[config.mk]
export PLATFORM = sky130hd
export DESIGN_NAME = echo_canceller_host_port
export DESIGN_NICKNAME = d
export VERILOG_FILES = /design/src/rtl/echo_port_pkg.sv /design/src/rtl/echo_canceller_host_port.sv /design/src/rtl/irq_event_fifo.sv
export SDC_FILE = /design/constraint.sdc
export NUM_CORES = 1
export LEC_CHECK = 0
export ABC_AREA = 1
export BUFFER_PORTS_ARGS = -buffer_cell sky130_fd_sc_hd__buf_2
export CORE_ASPECT_RATIO = 1.75
export CORE_UTILIZATION = 23
export DETAILED_ROUTE_END_ITERATION = 16
export HOLD_SLACK_MARGIN = 0.1
export RECOVER_POWER = 50
export SLEW_MARGIN = 25
export SYNTH_ARGS = -nofsm -noshare
export SYNTH_HDL_FRONTEND = slang
export SYNTH_HIERARCHICAL = 1
export SYNTH_SLANG_ARGS = --single-unit
[constraint.sdc]
create_clock -name ref_clk -period 4.1 [get_ports ref_clk]
set_input_delay 0.82 -clock ref_clk [delete_from_list [all_inputs] [get_ports ref_clk]]
set_output_delay 0.82 -clock ref_clk [all_outputs]
set_load 0.05 [all_outputs]
[src/rtl/echo_port_pkg.sv]
// Constants and types shared by the echo canceller host port
package echo_port_pkg;
  localparam int ADDR_W = 11;
  localparam int DATA_W = 8;
  localparam int CHAN_W = 5;
  localparam int CTRL_DEPTH = 64;
  localparam int CTRL_IDX_W = 6;
  localparam logic [CTRL_IDX_W-1:0] CTRL_LAST = 6'h3f;
  localparam logic [DATA_W-1:0] CTRL_RESET = 8'h00;
  localparam logic [ADDR_W-1:0] CTRL_LIMIT = 11'h040;
  localparam logic [ADDR_W-1:0] STATUS_ADDR = 11'h7fe;
  localparam logic [ADDR_W-1:0] INT_FIFO_ADDR = 11'h7ff;
  localparam int STAT_INIT_DONE = 0;
  localparam int STAT_PENDING = 1;
  localparam int STAT_COUNT_LSB = 2;
  localparam int EVT_VALID_BIT = 7;
  localparam int FIFO_DEPTH = 16;
  localparam int FIFO_PTR_W = 4;
  localparam int FIFO_CNT_W = 5;
  localparam logic [DATA_W-1:0] IDLE_DATA = 8'h00;

  typedef enum logic [1:0] {
    ST_STANDBY = 2'b00,
    ST_INIT = 2'b01,
    ST_IDLE = 2'b10,
    ST_ACK = 2'b11
  } port_state_t;
endpackage : echo_port_pkg

[src/rtl/echo_canceller_host_port.sv]
// Non-multiplexed host port with device reset, init walk and interrupt line
// How it works
// - An access happens only while data strobe and chip select are low.
// - read_not_write picks direction: device drives on reads, samples writes.
// - Eight-bit data path; bus released whenever no read data is driven.
// - Acknowledge pulled low once the transfer is done, released otherwise.
// - Interrupt line pulled low when any channel raises an event outside standby and the init walk.
// - Interrupt line released once every queued event is read, or on the next clock edge after device reset goes low.
// - Device reset low holds the device in reset and low-power standby.
// - After reset release, init walk sets all control registers to defaults.
// - Each access carries an eleven-bit register address.
`timescale 1ns/1ns
`default_nettype none
module echo_canceller_host_port (
  input wire logic ref_clk,
  input wire logic nrst,
  input wire logic device_reset_n,
  input wire logic chip_select_n,
  input wire logic data_strobe_n,
  input wire logic read_not_write,
  input wire logic [echo_port_pkg::ADDR_W-1:0] register_address,
  input wire logic [echo_port_pkg::DATA_W-1:0] host_data_in,
  input wire logic channel_event,
  input wire logic [echo_port_pkg::CHAN_W-1:0] channel_event_id,
  output logic [echo_port_pkg::DATA_W-1:0] host_data_out,
  output logic host_data_oe,
  output logic transfer_ack_out,
  output logic transfer_ack_oe,
  output logic host_interrupt_out,
  output logic host_interrupt_oe,
  output logic standby
);
  function automatic logic access_on(input logic cs_n, input logic ds_n);
    return !cs_n && !ds_n;
  endfunction : access_on

  echo_port_pkg::port_state_t state_reg, state_next;
  logic [echo_port_pkg::CTRL_IDX_W-1:0] init_idx_reg, init_idx_next;
  logic [echo_port_pkg::DATA_W-1:0] data_reg, data_next;
  logic data_oe_reg, data_oe_next;
  logic ack_oe_reg, ack_oe_next;
  logic irq_oe_reg, irq_oe_next;
  logic standby_reg, standby_next;
  logic [echo_port_pkg::DATA_W-1:0] ctrl_mem [echo_port_pkg::CTRL_DEPTH];
  logic access, take, ctrl_hit, ctrl_wr, fifo_pop, fifo_flush, fifo_push;
  logic [echo_port_pkg::DATA_W-1:0] fifo_head, status_word, read_word;
  logic [echo_port_pkg::DATA_W-1:0] event_word;
  logic [echo_port_pkg::CTRL_IDX_W-1:0] ctrl_idx;
  logic fifo_empty;
  logic [echo_port_pkg::FIFO_CNT_W-1:0] fifo_count;

  ////////////////////////////////////////////////////////////////////////////
  // Access decode
  assign access = access_on(chip_select_n, data_strobe_n);
  assign take = access && (state_reg == echo_port_pkg::ST_IDLE);
  assign ctrl_hit = (register_address < echo_port_pkg::CTRL_LIMIT);
  assign ctrl_idx = register_address[echo_port_pkg::CTRL_IDX_W-1:0];
  assign ctrl_wr = take && !read_not_write && ctrl_hit;
  assign fifo_pop = take && read_not_write
    && (register_address == echo_port_pkg::INT_FIFO_ADDR);
  assign fifo_flush = (state_reg == echo_port_pkg::ST_STANDBY)
    || (state_reg == echo_port_pkg::ST_INIT);
  assign fifo_push = channel_event && device_reset_n;
  assign event_word = {1'b1, 2'b00, channel_event_id};

  always_comb begin
    status_word = '0;
    status_word[echo_port_pkg::STAT_INIT_DONE] = 1'b1;
    status_word[echo_port_pkg::STAT_PENDING] = !fifo_empty;
    status_word[echo_port_pkg::STAT_COUNT_LSB +: echo_port_pkg::FIFO_CNT_W] =
      fifo_count;
    if (ctrl_hit) begin
      read_word = ctrl_mem[ctrl_idx];
    end else if (register_address == echo_port_pkg::STATUS_ADDR) begin
      read_word = status_word;
    end else if (register_address == echo_port_pkg::INT_FIFO_ADDR) begin
      read_word = fifo_empty ? echo_port_pkg::IDLE_DATA : fifo_head;
    end else begin
      read_word = echo_port_pkg::IDLE_DATA;
    end
  end

  ////////////////////////////////////////////////////////////////////////////
  // Port sequencer
  always_comb begin
    state_next = state_reg;
    init_idx_next = init_idx_reg;
    data_next = data_reg;
    data_oe_next = data_oe_reg;
    ack_oe_next = ack_oe_reg;
    standby_next = !device_reset_n;
    // Queue is flushed in standby and init: line stays released there
    irq_oe_next = !fifo_empty && !fifo_flush;
    if (!device_reset_n) begin
      state_next = echo_port_pkg::ST_STANDBY;
      init_idx_next = '0;
      data_oe_next = 1'b0;
      ack_oe_next = 1'b0;
      irq_oe_next = 1'b0;
    end else begin
      unique case (state_reg)
        echo_port_pkg::ST_STANDBY: begin
          state_next = echo_port_pkg::ST_INIT;
        end
        echo_port_pkg::ST_INIT: begin
          init_idx_next = init_idx_reg + 1'b1;
          if (init_idx_reg == echo_port_pkg::CTRL_LAST) begin
            state_next = echo_port_pkg::ST_IDLE;
          end
        end
        echo_port_pkg::ST_IDLE: begin
          if (take) begin
            state_next = echo_port_pkg::ST_ACK;
            ack_oe_next = 1'b1;
            data_oe_next = read_not_write;
            data_next = read_not_write ? read_word : echo_port_pkg::IDLE_DATA;
          end
        end
        echo_port_pkg::ST_ACK: begin
          if (!access) begin
            state_next = echo_port_pkg::ST_IDLE;
            ack_oe_next = 1'b0;
            data_oe_next = 1'b0;
          end
        end
      endcase
    end
  end

  always_ff @(posedge ref_clk or negedge nrst) begin
    if (!nrst) begin
      state_reg <= echo_port_pkg::ST_STANDBY;
      init_idx_reg <= '0;
      data_reg <= echo_port_pkg::IDLE_DATA;
      data_oe_reg <= 1'b0;
      ack_oe_reg <= 1'b0;
      irq_oe_reg <= 1'b0;
      standby_reg <= 1'b1;
    end else begin
      state_reg <= state_next;
      init_idx_reg <= init_idx_next;
      data_reg <= data_next;
      data_oe_reg <= data_oe_next;
      ack_oe_reg <= ack_oe_next;
      irq_oe_reg <= irq_oe_next;
      standby_reg <= standby_next;
    end
  end

  // Control store: defaults loaded by the init walk, host writes otherwise
  always_ff @(posedge ref_clk) begin
    if (state_reg == echo_port_pkg::ST_INIT) begin
      ctrl_mem[init_idx_reg] <= echo_port_pkg::CTRL_RESET;
    end else if (ctrl_wr) begin
      ctrl_mem[ctrl_idx] <= host_data_in;
    end
  end

  // Open-drain pins only ever pull low
  logic od_low_reg;
  always_ff @(posedge ref_clk or negedge nrst) begin
    if (!nrst) begin
      od_low_reg <= 1'b0;
    end else begin
      od_low_reg <= 1'b0;
    end
  end

  irq_event_fifo event_queue (
    .ref_clk(ref_clk),
    .nrst(nrst),
    .flush(fifo_flush),
    .push(fifo_push),
    .push_data(event_word),
    .pop(fifo_pop),
    .head(fifo_head),
    .empty(fifo_empty),
    .count(fifo_count)
  );

  assign host_data_out = data_reg;
  assign host_data_oe = data_oe_reg;
  assign transfer_ack_out = od_low_reg;
  assign transfer_ack_oe = ack_oe_reg;
  assign host_interrupt_out = od_low_reg;
  assign host_interrupt_oe = irq_oe_reg;
  assign standby = standby_reg;
endmodule : echo_canceller_host_port
`default_nettype wire

[src/rtl/irq_event_fifo.sv]
// Interrupt event queue read out through the interrupt FIFO register
`timescale 1ns/1ns
`default_nettype none
module irq_event_fifo (
  input wire logic ref_clk,
  input wire logic nrst,
  input wire logic flush,
  input wire logic push,
  input wire logic [echo_port_pkg::DATA_W-1:0] push_data,
  input wire logic pop,
  output logic [echo_port_pkg::DATA_W-1:0] head,
  output logic empty,
  output logic [echo_port_pkg::FIFO_CNT_W-1:0] count
);
  logic [echo_port_pkg::DATA_W-1:0] mem [echo_port_pkg::FIFO_DEPTH];
  logic [echo_port_pkg::FIFO_PTR_W-1:0] wr_ptr_reg, wr_ptr_next;
  logic [echo_port_pkg::FIFO_PTR_W-1:0] rd_ptr_reg, rd_ptr_next;
  logic [echo_port_pkg::FIFO_CNT_W-1:0] count_reg, count_next;
  logic do_push, do_pop, full;

  assign full = (count_reg == echo_port_pkg::FIFO_CNT_W'(echo_port_pkg::FIFO_DEPTH));
  assign empty = (count_reg == '0);
  assign count = count_reg;
  assign head = mem[rd_ptr_reg];
  // Events arriving while full are dropped
  assign do_push = push && !full && !flush;
  assign do_pop = pop && !empty && !flush;

  always_comb begin
    wr_ptr_next = wr_ptr_reg;
    rd_ptr_next = rd_ptr_reg;
    count_next = count_reg;
    if (flush) begin
      wr_ptr_next = '0;
      rd_ptr_next = '0;
      count_next = '0;
    end else begin
      if (do_push) begin
        wr_ptr_next = wr_ptr_reg + 1'b1;
      end
      if (do_pop) begin
        rd_ptr_next = rd_ptr_reg + 1'b1;
      end
      if (do_push && !do_pop) begin
        count_next = count_reg + 1'b1;
      end else if (do_pop && !do_push) begin
        count_next = count_reg - 1'b1;
      end
    end
  end

  always_ff @(posedge ref_clk or negedge nrst) begin
    if (!nrst) begin
      wr_ptr_reg <= '0;
      rd_ptr_reg <= '0;
      count_reg <= '0;
    end else begin
      wr_ptr_reg <= wr_ptr_next;
      rd_ptr_reg <= rd_ptr_next;
      count_reg <= count_next;
    end
  end

  always_ff @(posedge ref_clk) begin
    if (do_push) begin
      mem[wr_ptr_reg] <= push_data;
    end
  end
endmodule : irq_event_fifo
`default_nettype wire

==> metrics.yaml, run 1 <==
status:
  status: "finished, violations left"
  violations: "max-capacitance violations, max-slew violations"
floorplan:
  die_h_um: 470.4
  num_rows: 171
  die_w_um: 269.6
  ios: 45
  dieArea_mm2: 0.1268
  start_util_pct: 23.23
  core_area_mm2: 0.1241
power:
  leakage_nw: 12.63
  vdd.ir_drop.worst_mv: 0.4201
  p_comb_share_pct: 6.7
  seq_power_share_pct: 53.5
  power.density_mw_per_mm2: 418.4
  intPower_w: 0.01086
  clkPwrFrac_pct: 39.8
  p_sw_w: 0.003205
  p_sw_share_pct: 22.79
finish:
  drive_above_1_share_pct: 10.24
  largest_register_ffs: 512
  multi_input_area_mm2: 0.007366
  largest-register: "ctrl_mem"
  n_fill_cell: 13020
  layout.nets: 2810
  syn2layout_area_growth_pct: 16.57
  seqCellArea_mm2: 0.02005
detailed_routing:
  ant_nets: 0
  vias_per_cell: 4.375
  drc: 0
  wl_met1_um: 28190
  via_count: 19500
  drtIter0Drc: 1508
  met2_length_um: 44840
  met3_length_um: 3856
  dr.pass1.iters: 6
  wl_per_cell_um: 18.57
  dr.max_layer_used: "met4"
  wirelength_um: 82730
logic_synthesis:
  synth_edf_count: 640
  async_flop_share_pct: 4.903
  synth.most_common_cell: "nand2_1"
  ys_seq_area_share_pct: 69.53
  syn_area_mm2: 0.02883
  synth_common_cells: "nand2_1 (661), edfxtp_1 (640), nor2_1 (321)"
  syn_inst: 2637
  synth.area.top_cells: "edfxtp_1 (67%), nand2_1 (8.6%), nand3_1 (4.5%), nor2_1 (4.2%), inv_1 (3.3%)"
  yosysUniqueCellTypes: 46
  synth_top_area_cell: "edfxtp_1"
  synth_area_per_cell_um2: 10.93
  synth_flop_cell: "edfxtp_1"
  synth_top_area_share_pct: 66.66
  ys_warn_count: 6
  ys_ff_latch: 673
clock_tree:
  hold_buffers: 0
  clkLatencyLatePin_ns: 0.64
  root_buffer: "clkbuf_16"
  cts_sinks: 673
  tritoncts: "built"
  cts_resized: 0
  clockBufferDepth: 3
  cts_buffers: 54
  path_clk_slew_ns: 0.08
  h-tree-depth: 2
  post-cts-setup-buffers: 0
setup_path:
  worst-endpoint-arrival_ns: 3.86
  start_kind: "flop"
  critPathCaptureType: "flop"
  path_max_fanout: 18
  required_ns: 4.53
  rr_worst_depth: 7
  critical_path_class: "flop to flop"
timing:
  min_period_ns: 3.433
  fin_worst_skew_ns: 0.03513
  finalSetupViolations: 0
  slew_headroom_pct: -34.24
  tns_ns: 0
  worst_pin_slew_ns: 2.014
  final_hold_viol_count: 0
  slew_viol_final: 34
  rsz0062_at_grt: "false"
  fmax_ghz: 0.2913
  fin_crit_sh_pct: 83.73
  hold_ws_ns: 0.4883
grt:
  grt_max_degree: 102
  antenna_found_initial: 1
  grt_usage_pct: 12.82
  grt.overflow.total: 0
  grt_pass1_vias: 19440
  grt_pass1_wl_um: 122300
hold_path:
  min_path_type: "flop to flop"
  hold_depth: 2
place:
  io_buffers: 42
  dp_hpwl_um: 55020
  routabilityCongestion: 0.8842
run:
  max_cap_violations: 1
## metrics by stage
step	std cells	setup slack [ns]	total power, W	instance area (µm²)	utilization, %
global placement	4355	0.5398	0.008624	31860	25.67
floorplan	2685	0.3460	0.008275	29010	-
CTS	4455	0.9674	0.01414	33740	27.19
global route	4456	0.4264	0.01446	33610	27.08
detailed placement	4355	0.5577	0.008627	31860	25.67
finish	4456	0.6673	0.01406	33610	27.08
## path summary, 6_finish.rpt
check | from | end | slack [ns]
worst max register to register | state_reg[1] | ctrl_mem[30][5] | 0.67
worst min-delay path | host_data_out[6] | host_data_out[6] | 0.49
worst min register to register | host_data_out[6] | host_data_out[6] | 0.49
worst max-delay path | state_reg[1] | ctrl_mem[30][5] | 0.67
max in group asynchronous | nrst | event_queue/rd_ptr_reg[0] | 2.06
min in group asynchronous | nrst | event_queue/wr_ptr_reg[1] | 0.74
## cell families after synthesis
group,count (synthesis),synth area share [%]
simple gates,1362,20.33
flops,673,69.53
buf+inv,398,5.572
compound gates,189,3.980
fa+ha+maj,11,0.5034
xor+xnor,2,0.06077
other cells,2,0.02605
## worst max-delay path, stage by stage, from the launching register on
cell      delay [ns]
dfrtp_1         0.38
inv_1           0.18
nor2_1          0.18
nand2_1         0.11
nand3b_4        0.37
clkbuf_1        0.50
nor2_2          1.06
buf_4           0.39
## area by class of cell
type	instances	area share [%]
Clock inverter	33	1.247
Inverter	272	3.056
Timing Repair Buffer	153	3.660
Multi-Input combinational cell	1614	21.92
Sequential cell	673	59.65
Clock buffer	67	4.348
Antenna cell	1	0.007446
Tap cell	1643	6.117
## layer usage
layer	up-vias	global-route usage (%)
met2	650	24.52
met5	-	0
li1	9121	-
met1	9513	13.10
met3	213	1.138
met4	0	8.565
## power by group through the flow
stage	combinational (W)	clock, W	sequential [W]
after floorplan	0.000593	0	0.00768
after global placement	0.000943	0	0.00768
after detailed placement	0.000946	0	0.00768
after CTS	0.000948	0.00566	0.00753
after global routing	0.00103	0.00590	0.00753
final	0.000940	0.00559	0.00753
## placed cells by master, fill, tap and decap left out, drive strengths merged, types with 2 or more instances in the layout
| master | count |
|---|---|
| or2 | 16 |
| nor3 | 6 |
| nand4 | 68 |
| ha | 10 |
| inv | 266 |
| clkinv | 29 |
| o221ai | 16 |
| a31oi | 5 |
| xnor2 | 2 |
| clkbuf | 95 |
| o21a | 3 |
| bufinv | 9 |
| o21ai | 107 |
| conb | 50 |
| nor2 | 327 |
| dfrtp | 32 |
| edfxtp | 640 |
| a21oi | 39 |
| o211ai | 17 |
| nand3 | 261 |
| buf | 125 |
| nand3b | 2 |
| nand2 | 678 |
| nor4 | 2 |
(Power assumes the default switching activity.)
==> inputs of run 2 (changes only) <==
ABC_AREA = 0   (was 1)
clock period = 3.3 ns   (was 4.1 ns; I/O delays follow)
==> run 2 against run 1 <==
Net effect: the run still ends with max-capacitance violations, max-slew violations left; first-iteration DRC count is 8.6% lower; clock skew is 0.014 ns higher; total power is 19% higher; combinational power is 40% lower; largest power group unchanged.
==> metrics.yaml, run 2 <==
grt:
  grt_pass1_wl_um: 103400  # was 122300 µm
  grt_max_degree: 65  # was 102
  grt_pass1_vias: 15020  # was 19440
  grt_usage_pct: 11.67  # was 12.82%
  grt.overflow.total: 0  # unchanged
  antenna_found_initial: 2  # was 1
run:
  max_cap_violations: 1  # unchanged
logic_synthesis:
  ys_warn_count: 6  # unchanged
  synth_top_area_share_pct: 70.37  # was 66.66%
  ys_seq_area_share_pct: 73.40  # was 69.53%
  synth_top_area_cell: "edfxtp_1"  # unchanged
  synth_flop_cell: "edfxtp_1"  # unchanged
  yosysUniqueCellTypes: 80  # was 46
  ys_ff_latch: 673  # unchanged
  syn_area_mm2: 0.02731  # was 0.02883 mm²
  async_flop_share_pct: 4.903  # unchanged
  synth_edf_count: 640  # unchanged
  synth_common_cells: "edfxtp_1 (640), nor2_1 (134), mux4_2 (117)"  # was nand2_1 (661), edfxtp_1 (640), nor2_1 (321)
  synth_area_per_cell_um2: 19.36  # was 10.93 µm²
  synth.most_common_cell: "edfxtp_1"  # was nand2_1
  syn_inst: 1411  # was 2637
  synth.area.top_cells: "edfxtp_1 (70%), mux4_2 (9.6%), mux4_1 (3.2%), dfrtp_1 (2.9%), mux2i_1 (2.1%)"  # was edfxtp_1 (67%), nand2_1 (8.6%), nand3_1 (4.5%), nor2_1 (4.2%), inv_1 (3.3%)
setup_path:
  path_max_fanout: 64  # was 18
  rr_worst_depth: 7  # unchanged
  critPathCaptureType: "flop"  # unchanged
  worst-endpoint-arrival_ns: 3.43  # was 3.86 ns
  r2r_slack_ns: 0.17  # was 0.67 ns
  critical_path_class: "flop to flop"  # unchanged
  start_kind: "flop"  # unchanged
  required_ns: 3.59  # was 4.53 ns
timing:
  slew_viol_final: 34  # unchanged
  min_period_ns: 3.134  # was 3.433 ns
  rsz0062_at_grt: "false"  # unchanged
  fin_crit_sh_pct: 94.98  # was 83.73%
  fmax_ghz: 0.3191  # was 0.2913 GHz
  tns_ns: 0  # unchanged
  fin_worst_skew_ns: 0.04882  # was 0.03513 ns
  finalSetupViolations: 0  # unchanged
  final_hold_viol_count: 0  # unchanged
  slew_headroom_pct: -37.98  # was -34.24%
  worst_pin_slew_ns: 2.070  # was 2.014 ns
finish:
  layout.nets: 1670  # was 2810
  largest_register_ffs: 512  # unchanged
  diodes: 0  # was 1
  fin_cells: 3185  # was 4456
  syn2layout_area_growth_pct: 17.88  # was 16.57%
  final_cell_mix: "edfxtp_1 (640), nor2_1 (134), mux4_2 (117)"  # was nand2_1 (664), edfxtp_1 (640), nor2_1 (315)
  n_fill_cell: 11520  # was 13020
  drive_above_1_share_pct: 23.49  # was 10.24%
  largest-register: "ctrl_mem"  # unchanged
  mostFrequentLayoutCell: "edfxtp_1"  # was nand2_1
detailed_routing:
  dr.max_layer_used: "met5"  # was met4
  ant_nets: 0  # unchanged
  met3_length_um: 3708  # was 3856 µm
  vias_per_cell: 4.484  # was 4.375
  dr.pass1.iters: 6  # unchanged
  via_count: 14280  # was 19500
  wl_met1_um: 24810  # was 28190 µm
  drc: 0  # unchanged
  wl_per_cell_um: 22.32  # was 18.57 µm
  drtIter0Drc: 1379  # was 1508
  wirelength_um: 71090  # was 82730 µm
  met2_length_um: 38660  # was 44840 µm
hold_path:
  min_path_type: "flop to flop"  # unchanged
  hold_depth: 2  # unchanged
clock_tree:
  tritoncts: "built"  # unchanged
  post-cts-setup-buffers: 0  # unchanged
  cts_sinks: 673  # unchanged
  hold_buffers: 0  # unchanged
  cts_resized: 0  # unchanged
  cts_buffers: 57  # was 54
  root_buffer: "clkbuf_16"  # unchanged
  path_clk_slew_ns: 0.07  # was 0.08 ns
  clockBufferDepth: 3  # unchanged
  h-tree-depth: 2  # unchanged
  clkLatencyLatePin_ns: 0.66  # was 0.64 ns
place:
  io_buffers: 42  # unchanged
  dp_hpwl_um: 49680  # was 55020 µm
  post-place-cells: 3081  # was 4355
  routabilityCongestion: 0.9039  # was 0.8842
floorplan:
  core_area_mm2: 0.1174  # was 0.1241 mm²
  start_util_pct: 23.27  # was 23.23%
  ios: 45  # unchanged
  num_rows: 166  # was 171
  dieArea_mm2: 0.1202  # was 0.1268 mm²
  die_w_um: 262.5  # was 269.6 µm
  die_h_um: 457.9  # was 470.4 µm
power:
  leakage_nw: 11.41  # was 12.63 nW
  vdd.ir_drop.worst_mv: 0.4399  # was 0.4201 mV
  power.density_mw_per_mm2: 520.8  # was 418.4 mW/mm²
status:
  status: "finished, violations left"  # unchanged
  violations: "max-capacitance violations, max-slew violations"  # unchanged
-- run 2: changes by cell type after synthesis, moves of 17 or more --
cell | before | now
o21ai_0 | 83 | 12
nand2_1 | 661 | 38
nand4_1 | 60 | 7
mux4_1 | 0 | 33
a22oi_1 | 1 | 20
inv_1 | 257 | 14
buf_1 | 21 | 4
mux2i_1 | 0 | 57
clkbuf_1 | 65 | 36
nand3_1 | 259 | 16
nor2_1 | 321 | 134
mux4_2 | 0 | 117
-- run 2: cells by family (layout without fill, tap and decap cells) --
kind of cell	after synthesis	count (layout)	synth area share (%)
DFF	673	673	73.40
other	2	50	0.02750
AOI/OAI and AO/OA	151	151	4.077
and+or+nand+nor	255	255	4.357
adders and majority gates	11	11	0.5314
buffers and inverters	94	308	2.066
muxes	213	213	15.16
xor gates and xnor gates	12	12	0.3848
-- run 2: power breakdown --
group	leakage (nW)	internal, W	total (W)	switching [W]
Sequential	7.42	0.00925	0.00926	0.00000931
Combinational	3.08	0.000204	0.000567	0.000363
Clock	0.917	0.00377	0.00694	0.00317
-- run 2: path summary, 6_finish.rpt --
check	to	startpoint
max	ctrl_mem[42][1]	state_reg[0]
min	host_data_out[0]	host_data_out[0]
max reg2reg	ctrl_mem[42][1]	state_reg[0]
min reg2reg	host_data_out[0]	host_data_out[0]
max in group asynchronous	init_idx_reg[1]	nrst
min in group asynchronous	host_data_out[3]	nrst
-- run 2: cell type report --
cell class	instances	area [µm²]	share of cell area (%)
Sequential cell	673	20050	62.26
Multi-Input combinational cell	692	6919	21.49
Tap cell	1512	1892	5.876
Clock buffer	65	1456	4.524
Timing Repair Buffer	190	1381	4.291
Clock inverter	39	447.9	1.391
Inverter	14	52.55	0.1632
-- run 2: critical path: stages (launching register included) --
cell and delay (ns):
dfrtp_1 0.45, or4b_1 0.59, nor4_4 0.20, buf_4 0.22
buf_4 0.15, clkbuf_2 0.24, and2_2 0.18, clkbuf_4 0.66
-- run 2: per-layer routing --
metal / up-vias / GRT usage [%]
met1: 7401 / 12.17
met4: 2 / 6.163
met5: - / 0
li1: 6165 / -
met2: 549 / 22.28
met3: 163 / 1.779
-- run 2: through the flow --
step	setup slack [ns]	area (µm²)	total power [W]	hold slack (ns)	util [%]
final	0.1658	32190	0.01677	0.4901	27.43
after global routing	0.04063	32190	0.01721	0.5320	27.43
after CTS	0.2202	32410	0.01692	0.1175	27.61
after detailed placement	-0.3295	30500	0.01002	0.4774	25.99
after global placement	-0.2604	30500	0.01001	0.4660	25.99
after floorplan	0.0008917	27540	0.009772	0.3644	-
